**src/pkg/sphc_pkg.sv**
```systemverilog
// Shared constants, types and helpers for the slot power hot-plug controller
package sphc_pkg;

    // Clock and millisecond tick
    localparam int unsigned CLK_PERIOD_NS = 10;
    localparam int unsigned NS_PER_MS = 1000000;
    localparam int unsigned TICK_CYCLES = NS_PER_MS / CLK_PERIOD_NS;
    localparam int TICK_W = $clog2(TICK_CYCLES);

    // Millisecond timers
    localparam int TMR_W = 9;
    localparam int MS_W = 8;
    localparam logic [MS_W-1:0] DEBOUNCE_MS = 8'h04;
    localparam logic [MS_W-1:0] OC_TIMEOUT_MS_RST = 8'h0B;
    localparam logic [MS_W-1:0] POR_DELAY_MS_RST = 8'hA0;
    localparam logic [MS_W-1:0] RESTART_MS = 8'h64;

    // Register bus
    localparam int ADDR_W = 5;
    localparam int DATA_W = 32;
    localparam logic [ADDR_W-1:0] ADDR_CTRL = 5'h00;
    localparam logic [ADDR_W-1:0] ADDR_OC_TIMEOUT = 5'h04;
    localparam logic [ADDR_W-1:0] ADDR_POR_DELAY = 5'h08;
    localparam logic [ADDR_W-1:0] ADDR_STATE = 5'h0C;
    localparam logic [ADDR_W-1:0] ADDR_EVENT = 5'h10;
    localparam logic [ADDR_W-1:0] ADDR_MASK = 5'h14;

    // Control register fields
    localparam int CTRL_W = 2;
    localparam int CTRL_AUTORESTART_BIT = 0;
    localparam int CTRL_POR_SKIP_BIT = 1;
    localparam logic [CTRL_W-1:0] CTRL_RST = 2'h0;

    // Event register fields, mask has the same layout
    localparam int EVT_W = 4;
    localparam int EVT_FAULT_BIT = 0;
    localparam int EVT_INSERT_BIT = 1;
    localparam int EVT_REMOVE_BIT = 2;
    localparam int EVT_PGOOD_BIT = 3;
    localparam logic [EVT_W-1:0] EVT_RST = 4'h0;

    // State register: {forced, aux_fault, main_fault, pgood, fault, present, aux_on, main_on}
    localparam int STATE_W = 8;

    typedef enum logic [2:0] {
        ST_RUN = 3'b001,
        ST_LATCHED = 3'b010,
        ST_RESTART = 3'b100
    } sphc_state_t;

    // One extra tick so a free-running tick never shortens a least time
    function automatic logic [TMR_W-1:0] ms_to_ticks(input logic [MS_W-1:0] ms);
        return TMR_W'(ms) + TMR_W'(1);
    endfunction

endpackage

```
**src/hw/sphc_ms_timer.sv**
```systemverilog
// Millisecond tick counter with a clear-on-idle run input
`timescale 1ns/1ps
module sphc_ms_timer (
    // Clock and reset
    input wire logic i_clock,
    input wire logic i_arst_n,
    // Control
    input wire logic i_tick,
    input wire logic i_run,
    input wire logic [sphc_pkg::TMR_W-1:0] i_limit,
    // Result
    output logic o_done
);
    import sphc_pkg::*;

    logic [TMR_W-1:0] count_q;

    always_ff @(posedge i_clock or negedge i_arst_n) begin
        if (!i_arst_n) begin
            count_q <= '0;
        end else if (!i_run) begin
            count_q <= '0;
        end else if (i_tick && count_q < i_limit) begin
            count_q <= count_q + TMR_W'(1);
        end
    end

    assign o_done = i_run && (count_q >= i_limit);

endmodule

```
**src/hw/sphc_slot_ctrl.sv**
```systemverilog
// Power sequencing, fault latching and power-good for one hot-plug slot
`timescale 1ns/1ps
module sphc_slot_ctrl #(
    parameter int unsigned P_TICK_CYCLES = sphc_pkg::TICK_CYCLES
) (
    // Clock and reset
    input wire logic i_clock,
    input wire logic i_arst_n,
    // Register port
    input wire logic [sphc_pkg::ADDR_W-1:0] i_addr,
    input wire logic [sphc_pkg::DATA_W-1:0] i_wr_data,
    input wire logic i_wr,
    input wire logic i_rd,
    output logic [sphc_pkg::DATA_W-1:0] o_rd_data,
    output logic o_irq,
    // Controller and connector inputs
    input wire logic i_force_all_on_n,
    input wire logic i_card_present_n,
    input wire logic i_main_power_enable,
    input wire logic i_aux_power_enable,
    // Analog monitors
    input wire logic i_supply_ok,
    input wire logic i_main_overcurrent,
    input wire logic i_aux_overcurrent,
    input wire logic i_overtemp,
    input wire logic i_outputs_settled,
    // Switch commands
    output logic o_main_on,
    output logic o_aux_on,
    // Open-drain status pins
    output logic o_fault_latched_n_o,
    output logic o_fault_latched_n_oe_n,
    output logic o_power_good_n_o,
    output logic o_power_good_n_oe_n
);
    import sphc_pkg::*;

    logic [TICK_W-1:0] tick_cnt_q;
    logic tick, force_active, forced_q, present_q, debounce_done, card_removed;
    logic [CTRL_W-1:0] ctrl_q;
    logic [MS_W-1:0] oc_timeout_q, por_delay_q;
    logic [EVT_W-1:0] event_q, mask_q, event_set, event_clr;
    logic [DATA_W-1:0] rd_data_q;
    logic [STATE_W-1:0] state_word;
    sphc_state_t state_q;
    logic main_on_q, aux_on_q, main_oc_done, aux_oc_done, main_trip, aux_trip, fault_event;
    logic main_fault_q, aux_fault_q, main_en_prev_q, aux_en_prev_q, main_fall, aux_fall;
    logic main_tog_q, aux_tog_q, latch_clear, restart_done, pg_run, por_done, pg_d, pg_q, autorestart, por_skip;
    assign autorestart = ctrl_q[CTRL_AUTORESTART_BIT];
    assign por_skip = ctrl_q[CTRL_POR_SKIP_BIT];
    // Millisecond tick; all long delays count ticks so the counters stay narrow
    always_ff @(posedge i_clock or negedge i_arst_n) begin
        if (!i_arst_n) begin
            tick_cnt_q <= '0;
        end else if (tick) begin
            tick_cnt_q <= '0;
        end else begin
            tick_cnt_q <= tick_cnt_q + TICK_W'(1);
        end
    end
    assign tick = (tick_cnt_q == TICK_W'(P_TICK_CYCLES - 1));

    // Software registers
    always_ff @(posedge i_clock or negedge i_arst_n) begin
        if (!i_arst_n) begin
            ctrl_q <= CTRL_RST;
            oc_timeout_q <= OC_TIMEOUT_MS_RST;
            por_delay_q <= POR_DELAY_MS_RST;
            mask_q <= EVT_RST;
        end else if (i_wr) begin
            unique case (i_addr)
                ADDR_CTRL: begin
                    ctrl_q <= i_wr_data[CTRL_W-1:0];
                end
                ADDR_OC_TIMEOUT: begin
                    oc_timeout_q <= i_wr_data[MS_W-1:0];
                end
                ADDR_POR_DELAY: begin
                    por_delay_q <= i_wr_data[MS_W-1:0];
                end
                ADDR_MASK: begin
                    mask_q <= i_wr_data[EVT_W-1:0];
                end
                default: begin
                end
            endcase
        end
    end

    // Sticky events; a new event wins over a write-one-to-clear
    assign event_clr = (i_wr && i_addr == ADDR_EVENT) ? i_wr_data[EVT_W-1:0] : EVT_RST;

    always_comb begin
        event_set = EVT_RST;
        event_set[EVT_FAULT_BIT] = fault_event;
        event_set[EVT_INSERT_BIT] = debounce_done && !present_q;
        event_set[EVT_REMOVE_BIT] = card_removed;
        event_set[EVT_PGOOD_BIT] = pg_d && !pg_q;
    end

    always_ff @(posedge i_clock or negedge i_arst_n) begin
        if (!i_arst_n) begin
            event_q <= EVT_RST;
        end else begin
            event_q <= (event_q & ~event_clr) | event_set;
        end
    end

    assign o_irq = |(event_q & mask_q);
    // Read data stand only in the cycle after the strobe
    assign state_word = {forced_q, aux_fault_q, main_fault_q, pg_q,
                         (state_q != ST_RUN), present_q, aux_on_q, main_on_q};

    always_ff @(posedge i_clock or negedge i_arst_n) begin
        if (!i_arst_n) begin
            rd_data_q <= '0;
        end else if (i_rd) begin
            unique case (i_addr)
                ADDR_CTRL: rd_data_q <= DATA_W'(ctrl_q);
                ADDR_OC_TIMEOUT: rd_data_q <= DATA_W'(oc_timeout_q);
                ADDR_POR_DELAY: rd_data_q <= DATA_W'(por_delay_q);
                ADDR_STATE: rd_data_q <= DATA_W'(state_word);
                ADDR_EVENT: rd_data_q <= DATA_W'(event_q);
                ADDR_MASK: rd_data_q <= DATA_W'(mask_q);
                default: rd_data_q <= '0;
            endcase
        end else begin
            rd_data_q <= '0;
        end
    end
    assign o_rd_data = rd_data_q;
    // Present-detect: slow to accept, instant to drop
    sphc_ms_timer u_debounce (
        .i_clock(i_clock),
        .i_arst_n(i_arst_n),
        .i_tick(tick),
        .i_run(!i_card_present_n && !present_q),
        .i_limit(ms_to_ticks(DEBOUNCE_MS)),
        .o_done(debounce_done)
    );

    assign card_removed = present_q && i_card_present_n;

    always_ff @(posedge i_clock or negedge i_arst_n) begin
        if (!i_arst_n) begin
            present_q <= 1'b0;
        end else if (i_card_present_n) begin
            present_q <= 1'b0;
        end else if (debounce_done) begin
            present_q <= 1'b1;
        end
    end

    // Reset value matches an unconnected, pulled-up force pin
    always_ff @(posedge i_clock or negedge i_arst_n) begin
        if (!i_arst_n) begin
            forced_q <= 1'b0;
        end else begin
            forced_q <= !i_force_all_on_n;
        end
    end

    assign force_active = !i_force_all_on_n && i_supply_ok;

    // Switch commands; faults still shut down a forced slot to protect it
    always_ff @(posedge i_clock or negedge i_arst_n) begin
        if (!i_arst_n) begin
            main_on_q <= 1'b0;
            aux_on_q <= 1'b0;
        end else if (state_q != ST_RUN || fault_event) begin
            main_on_q <= 1'b0;
            aux_on_q <= 1'b0;
        end else if (force_active) begin
            main_on_q <= 1'b1;
            aux_on_q <= 1'b1;
        end else begin
            main_on_q <= i_supply_ok && present_q && !i_card_present_n && i_main_power_enable;
            aux_on_q <= i_supply_ok && present_q && !i_card_present_n && i_aux_power_enable;
        end
    end
    assign o_main_on = main_on_q;
    assign o_aux_on = aux_on_q;
    // Overcurrent qualification per rail
    sphc_ms_timer u_main_oc (
        .i_clock(i_clock),
        .i_arst_n(i_arst_n),
        .i_tick(tick),
        .i_run(i_main_overcurrent && main_on_q),
        .i_limit(ms_to_ticks(oc_timeout_q)),
        .o_done(main_oc_done)
    );

    sphc_ms_timer u_aux_oc (
        .i_clock(i_clock),
        .i_arst_n(i_arst_n),
        .i_tick(tick),
        .i_run(i_aux_overcurrent && aux_on_q),
        .i_limit(ms_to_ticks(oc_timeout_q)),
        .o_done(aux_oc_done)
    );

    assign main_trip = main_oc_done || i_overtemp;
    assign aux_trip = aux_oc_done;
    assign fault_event = (state_q == ST_RUN) && (main_trip || aux_trip);

    // Enable toggles seen since the fault, used by the latch-off release
    assign main_fall = main_en_prev_q && !i_main_power_enable;
    assign aux_fall = aux_en_prev_q && !i_aux_power_enable;

    always_ff @(posedge i_clock or negedge i_arst_n) begin
        if (!i_arst_n) begin
            main_en_prev_q <= 1'b0;
            aux_en_prev_q <= 1'b0;
        end else begin
            main_en_prev_q <= i_main_power_enable;
            aux_en_prev_q <= i_aux_power_enable;
        end
    end

    always_ff @(posedge i_clock or negedge i_arst_n) begin
        if (!i_arst_n) begin
            main_tog_q <= 1'b0;
            aux_tog_q <= 1'b0;
        end else if (state_q != ST_LATCHED) begin
            main_tog_q <= 1'b0;
            aux_tog_q <= 1'b0;
        end else begin
            main_tog_q <= main_tog_q || main_fall;
            aux_tog_q <= aux_tog_q || aux_fall;
        end
    end

    // An aux fault, alone or with a main fault, takes the stricter release
    assign latch_clear = aux_fault_q ?
        ((main_tog_q || main_fall) && (aux_tog_q || aux_fall)) :
        main_fall;

    sphc_ms_timer u_restart (
        .i_clock(i_clock),
        .i_arst_n(i_arst_n),
        .i_tick(tick),
        .i_run(state_q == ST_RESTART),
        .i_limit(ms_to_ticks(RESTART_MS)),
        .o_done(restart_done)
    );

    // Fault state
    always_ff @(posedge i_clock or negedge i_arst_n) begin
        if (!i_arst_n) begin
            state_q <= ST_RUN;
        end else begin
            unique case (state_q)
                ST_RUN: begin
                    if (fault_event) begin
                        state_q <= autorestart ? ST_RESTART : ST_LATCHED;
                    end
                end
                ST_LATCHED: begin
                    if (latch_clear) begin
                        state_q <= ST_RUN;
                    end
                end
                ST_RESTART: begin
                    if (restart_done) begin
                        state_q <= ST_RUN;
                    end
                end
                default: begin
                    state_q <= ST_RUN;
                end
            endcase
        end
    end

    // Which rail tripped; cleared when the slot leaves the fault state
    always_ff @(posedge i_clock or negedge i_arst_n) begin
        if (!i_arst_n) begin
            main_fault_q <= 1'b0;
            aux_fault_q <= 1'b0;
        end else if (fault_event) begin
            main_fault_q <= main_trip;
            aux_fault_q <= aux_trip;
        end else if (state_q == ST_RUN) begin
            main_fault_q <= 1'b0;
            aux_fault_q <= 1'b0;
        end
    end

    assign o_fault_latched_n_o = 1'b0;
    assign o_fault_latched_n_oe_n = (state_q == ST_RUN);

    // Power-good after settling plus the POR delay
    assign pg_run = (main_on_q || aux_on_q) && i_outputs_settled && state_q == ST_RUN;

    sphc_ms_timer u_por (
        .i_clock(i_clock),
        .i_arst_n(i_arst_n),
        .i_tick(tick),
        .i_run(pg_run && !por_skip),
        .i_limit(ms_to_ticks(por_delay_q)),
        .o_done(por_done)
    );

    assign pg_d = pg_run && !fault_event && (por_skip || por_done);

    always_ff @(posedge i_clock or negedge i_arst_n) begin
        if (!i_arst_n) begin
            pg_q <= 1'b0;
        end else begin
            pg_q <= pg_d;
        end
    end

    assign o_power_good_n_o = 1'b0;
    assign o_power_good_n_oe_n = !pg_q;

endmodule

```
**config.mk**
```make
export PLATFORM = sky130hd
export DESIGN_NAME = sphc_slot_ctrl
export DESIGN_NICKNAME = d
export VERILOG_FILES = /design/src/pkg/sphc_pkg.sv /design/src/hw/sphc_ms_timer.sv /design/src/hw/sphc_slot_ctrl.sv
export SDC_FILE = /design/constraint.sdc
export NUM_CORES = 1
export LEC_CHECK = 0
export ABC_AREA = 1
export BUFFER_PORTS_ARGS = -buffer_cell sky130_fd_sc_hd__buf_2
export CAP_MARGIN = 20
export CORE_MARGIN = 3
export CORE_UTILIZATION = 55
export CTS_BUF_LIST = sky130_fd_sc_hd__clkbuf_8
export CTS_CLUSTER_SIZE = 8
export DETAILED_ROUTE_END_ITERATION = 6
export GPL_TIMING_DRIVEN = 1
export PLACE_DENSITY = 0.74
export SYNTH_ARGS = -nofsm -noshare
export SYNTH_HDL_FRONTEND = slang
export SYNTH_SLANG_ARGS = --single-unit
```
**constraint.sdc**
```tcl
create_clock -name i_clock -period 3.5 [get_ports i_clock]
set_clock_uncertainty 0.15 [all_clocks]
set_input_delay 0.175 -clock i_clock [delete_from_list [all_inputs] [get_ports i_clock]]
set_output_delay 0.175 -clock i_clock [all_outputs]
set_load 0.005 [all_outputs]
```
== After elaboration in Yosys (flattened, before gate mapping) ==
Index checks and enable logic that the tools add are counted.
Word-level totals
  register bits after elaboration: 134
  output and inout port bits: 39
  logic and storage cells: 151
Cells by class
  mux-type cells: 31
  $lt $le $gt $ge: 10
  add/subtract/negate cells: 8
  bitwise gates (word level): 4
  eq/ne operators: 19
  reductions and logical operators: 55
Operators with widths (number)
  $mux W9: 10
  $pmux W8 S6: 1
  $add A9 B1 Y9 const B: 5
  $mux W32: 1
  $logic_and A1 B1 Y1: 31
  $ge A9 B9 Y1: 3
  $lt A9 B9 Y1: 3
  $add A8 B1 Y9 const B: 2
  $add A17 B1 Y17 const B: 1
  $eq A17 B17 Y1 const B: 1
  $mux W17: 1
  $ne A2 B2 Y1 const B: 7
  $mux W1: 12
  $mux W3: 4
  $eq A5 B4 Y1 const B: 2
  $eq A5 B5 Y1 const B: 2
  $ge A9 B3 Y1 const B: 1
  $ge A9 B7 Y1 const B: 1
  $lt A9 B3 Y1 const B: 1
  $lt A9 B7 Y1 const B: 1
  $pmux W3 S3: 1
  $and A4 B4 Y4: 2
  $logic_not A1 Y1: 8
  $reduce_and A2 Y1: 4
  other kinds (15): 22

== Longest topological paths before layout ==
  depth in word-level cells: 11
  gate-level depth with buffers: 19
  mapped depth without buffers: 19

== Modules after synthesis ==
From an unflattened synthesis, not the netlist that was laid out.
Second synthesis, totals
  cells, all modules: 1177
  area, all modules: 8520.7 um2
Modules (own cells, without submodules)
  sphc_ms_timer: instances 5, cells each 139, sequential area each 225.2 um2, area an instance 960.9 um2
  sphc_slot_ctrl: instances 1, cells each 482, sequential area each 1634.1 um2, area an instance 3716.1 um2

== Worst setup path after synthesis ==
OpenSTA, ideal clock, no wires.
  kind: register to register
  from: register por_delay_q[2]
  to: register u_por.count_q[7]
  slack: 0.792 ns
  clock period less this slack: 2.708 ns
  cell stages (with the launch flop): 19
  arrival: 2.434 ns
  cells stage by stage: dfrtp_1 inv_1 nor3_1 nand2_1 nor2_1 nand3_1 xnor2_1 inv_1 ha_1 nand2_1 inv_1 a21boi_0 nand3_1 inv_1 a21oi_2 nor2_1 nand3_1 o21ai_0 a21oi_1
Between the ends
  longest elaborated chain between the ends: 4
RTL lines
  start, declared: line sphc_slot_ctrl.sv:41  | logic [MS_W-1:0] oc_timeout_q, por_delay_q;
  start signal, assigned: line sphc_slot_ctrl.sv:79  | por_delay_q <= i_wr_data[MS_W-1:0];
  $add A8 B1 Y9: line sphc_pkg.sv:53  | return TMR_W'(ms) + TMR_W'(1);
  $lt A9 B9 Y1: line sphc_ms_timer.sv:23  | end else if (i_tick && count_q < i_limit) begin
  $logic_and A1 B1 Y1: line sphc_ms_timer.sv:23
  $ne A2 B2 Y1 (no source line)
  end signal, assigned: line sphc_ms_timer.sv:24  | count_q <= count_q + TMR_W'(1);
  end, declared: line sphc_ms_timer.sv:16  | logic [TMR_W-1:0] count_q;
Every way passes these cells.
A chain may end at the register's enable or synchronous reset.

== Final worst setup path ==
  from: register oc_timeout_q[1]
  to: register main_on_q (netlist: o_main_on)
Between the ends
  longest elaborated chain between the ends: 8
  elaborated cells between the ends (all ways): 10
  classes of those cells: add/sub: 1; order compare: 2; mux: 1; reduce/logical: 6
RTL lines
  start, declared: line sphc_slot_ctrl.sv:41
  start signal, assigned: line sphc_slot_ctrl.sv:76  | oc_timeout_q <= i_wr_data[MS_W-1:0];
  $add A8 B1 Y9 (*): line sphc_pkg.sv:53
  $ge A9 B9 Y1: line sphc_ms_timer.sv:28  | assign o_done = i_run && (count_q >= i_limit);
  $logic_and A1 B1 Y1: line sphc_ms_timer.sv:28
  $logic_or A1 B1 Y1: line sphc_slot_ctrl.sv:202  | assign main_trip = main_oc_done || i_overtemp;
  $logic_or A1 B1 Y1 (*): line sphc_slot_ctrl.sv:204  | assign fault_event = (state_q == ST_RUN) && (main_trip || aux_trip);
  $logic_and A1 B1 Y1 (*): line sphc_slot_ctrl.sv:204
  $logic_or A1 B1 Y1 (*): line sphc_slot_ctrl.sv:170  | end else if (state_q != ST_RUN || fault_event) begin
  $mux W1 (*): line sphc_slot_ctrl.sv:170
  end signal, assigned: line sphc_slot_ctrl.sv:177  | main_on_q <= i_supply_ok && present_q && !i_card_present_n && i_main_power_enable;
  end, declared: line sphc_slot_ctrl.sv:46  | logic main_on_q, aux_on_q, main_oc_done, aux_oc_done, main_trip, aux_trip, fault_event;
Mark *: on every way between the ends. The rest lies on a longest branch, timed or not.

==> impl_metrics.tcl <==
set metrics [dict create \
    async_reset_ff_share_pct 100 \
    clk_pin_slew_ns 0.11 \
    place_inst 993 \
    routedWlPerCell_um 13.6 \
    cp-end-kind "flip-flop" \
    crit_path_end "o_main_on" \
    root_buffer "clkbuf_8" \
    reg2reg_from "oc_timeout_q[1]" \
    arrival_ns 3.34 \
    slew_headroom_pct 54.2 \
    cp-startpoint "oc_timeout_q[1]" \
    die_area_mm2 0.0131 \
    synth_top_area_share_pct 40.4 \
    regArea_mm2 0.00276 \
    final_common_cell "nand2_1" \
    design_power_total_mw 2.61 \
    crit_buf_inv 1 \
    clk_latency_ns 0.39 \
    synth_mux_area_share_pct 0 \
    power_density_mw_per_mm2 367 \
    reg2reg_depth 15 \
    first_global_vias 5243 \
    r2r_setup_slack_ns 0.35 \
    final_cell_mix "nand2_1, inv_1, dfrtp_1" \
    cts_num_sinks 110 \
    power_frac_seq_pct 53.8 \
    ant_nets 0 \
    synthFlopType "dfrtp_1" \
    synthXorXnorAreaFrac_pct 2.31 \
    slowest_delay_ns 0.61 \
    synth-seq-cells 110 \
    synth_seq_area_share_pct 42.8 \
    port_buffers 38 \
    p_comb_share_pct 14.6 \
    status "finished clean" \
    grt_max_degree 58 \
    synth_compound_area_share_pct 11.9 \
    wl_mm 14.0 \
    syn_avg_cell_area_um2 7.86 \
    place.gp.congestion 0.938 \
    path_delay_family "simple AND/OR/NAND/NOR gates" \
    maxCapViolCount 0 \
    slew_viol_final 0 \
    r2r-end "o_main_on" \
    drcViolationCount 0 \
    initial_utilization_pct 57.9 \
    power.switching_mw 0.779 \
    avgViaCountPerCell 5.31 \
    syn_area_mm2 0.00645 \
    pwr-share-clk_pct 31.6 \
    internal_power_mw 1.83 \
    cp_max_fo 6 \
    drt_iter0_markers 506 \
    synth.distinct_cells 49 \
    vias 5453 \
    setup_viol 0 \
    vdd_drop_max_mv 0.398 \
    antenna_cells 0 \
    synth_cells 820 \
    synth_top_area_cell "dfrtp_1" \
    fin_hold_ws_ns 0.0209 \
    final_cells 1027 \
    overflow 0 \
    crit_required_ns 3.69 \
    critPathSlowestCell "dfstp_2" \
    synthTopCellsByArea "dfrtp_1, nand2_1, inv_1, ha_1, nand3_1" \
    ios 89 \
    crit_chain "ha_1, nand2_1, nor2_1, xnor2_1, ha_1, nand3_1, nor2_1, nor2_1, nand2_1, nand2_1, nand3_1, nand2_1, nand4_1, nor2_1, dlygate4sd3_1" \
    areaGrowthSynthToFinish_pct 10.2 \
    dp_hpwl_mm 10.9 \
    period_share_pct 90.1 \
    cellLeakagePower_nw 3.51 \
    fp.dieW_um 114 \
    crit_cells 15 \
    cts_buffers 9 \
    synth_edf_count 0 \
    yosys.area_share.adder_pct 5.63 \
    max_freq_mhz 317 \
    setup_slack_ns 0.348 \
    grt_pass1_wl_mm 23.8 \
    cts_max_path_buffers 2 \
    cts_setup_buffers 0 \
    synthSimpleGateAreaFrac_pct 25.1 \
    start_kind "flip-flop" \
    place_ws_ns 0.366 \
    grt_usage_pct 22.5 \
    synth_top_family_by_area "simple AND/OR/NAND/NOR gates" \
    fillers 954 \
    hold_path_class "in2reg" \
    hold_viol_final 0 \
    core_mm2 0.0111 \
    yosys_warnings 0 \
    die_h_um 114 \
    worstSetupPathType "reg2reg" \
    htree_num_levels 3 \
    first_pass_iters 5 \
    antenna_found_initial 0 \
    nets 961 \
    layout-drive-gt1-share_pct 10.9 \
    cts_tree "built" \
    setup_tns_ns 0 \
    rows 38 \
    multiInputGateArea_mm2 0.00301 \
    max_slew.worst_pin.slew_ns 0.686 \
    finalCriticalPeriod_ns 3.15 \
    switching_share_pct 29.9 \
]
-- area by class of cell --
cell class	count	share of cell area, %
multi-input combinational	556	42.3
clock inverter	7	1.27
inverter	147	7.76
clock buffer	9	1.74
tap	140	2.46
timing repair buffer	58	5.63
sequential	110	38.8
-- tightest hold or removal path: stages --
cell and delay, ns:
buf_2 0.12, a31oi_1 0.08, a41oi_1 0.14
-- worst min path at each step --
stage / startpoint / end / slack [ns] / depth (start not counted)
4_1_cts: i_addr[4] / o_rd_data[0] / 0.002 / 3
3_5_place_dp: i_arst_n / u_aux_oc.count_q[3] / 0.10 / 1
2_1_floorplan: i_arst_n / aux_en_prev_q / -0.27 / 0
5_1_grt: i_wr / ctrl_q[0] / 0.01 / 3
3_3_place_gp: i_arst_n / u_aux_oc.count_q[3] / 0.1 / 1
6_report: i_addr[4] / o_rd_data[0] / 0.02 / 3
-- layer usage --
layer / track usage, % / up-vias / part of all wire (%)
met3: 4.39 / 17 / 5.0
met4: 6.02 / 0 / 1.2
met1: 31.2 / 2572 / 47
met2: 36.5 / 131 / 47
li1: - / 2733 / -
met5: 0 / - / 0
-- cells in the mapped netlist, types with 3 or more instances --
| cell | n |
|---|---|
| nor4_1 | 5 |
| ha_1 | 29 |
| o221ai_1 | 4 |
| nor2_1 | 75 |
| o21ai_0 | 51 |
| a31oi_1 | 3 |
| xor2_1 | 11 |
| nand3_1 | 65 |
| buf_4 | 26 |
| nand2_1 | 148 |
| dfstp_2 | 6 |
| dfrtp_1 | 104 |
| inv_2 | 3 |
| clkbuf_1 | 3 |
| o22ai_1 | 12 |
| a21oi_2 | 5 |
| o31ai_1 | 5 |
| o21bai_1 | 3 |
| nor2_4 | 6 |
| nand4_1 | 13 |
| nand2_2 | 11 |
| inv_1 | 142 |
| nand3_2 | 4 |
| a21oi_1 | 34 |
| xnor2_1 | 6 |
| nor3_1 | 15 |
-- kinds of logic after synthesis --
group | count (synthesis)
AOI/OAI and AO/OA | 131
xor gates and xnor gates | 17
adders and majority gates | 29
buffers and inverters | 179
DFF | 110
other | 1
and+or+nand+nor | 353
-- power by group through the flow --
| stage | Combinational (mW) | Sequential [mW] | Clock (mW) |
|---|---|---|---|
| 3_5_place_dp | 0.366 | 1.43 | 0 |
| 5_1_grt | 0.445 | 1.41 | 0.889 |
| 4_1_cts | 0.382 | 1.40 | 0.848 |
| 2_1_floorplan | 0.277 | 1.41 | 0 |
| 6_report | 0.381 | 1.40 | 0.824 |
| 3_3_place_gp | 0.350 | 1.42 | 0 |
-- sequential cells by signal, summed over array words and instances (netlist names), 2 cells and up --
signal,cells
event_q,4
u_por.count_q,9
state_q,3
u_main_oc.count_q,9
tick_cnt_q,17
ctrl_q,2
u_restart.count_q,9
o_rd_data,8
por_delay_q,8
mask_q,4
oc_timeout_q,8
u_aux_oc.count_q,9
u_debounce.count_q,9
-- stage by stage --
stage	instance area [um2]	utilization, %
floorplan	6540	-
CTS	7100	63.8
global route	7110	63.9
finish	7110	63.9
global placement	6700	60.2
detailed placement	6700	60.2
-- what timing repair did --
action | in CTS | in global routing
setup endpoints to repair | 0 | 2
hold buffers | 18 | 0
resized for setup | 0 | 2
hold endpoints to repair | 91 | 0
(Power assumes the default switching activity.)
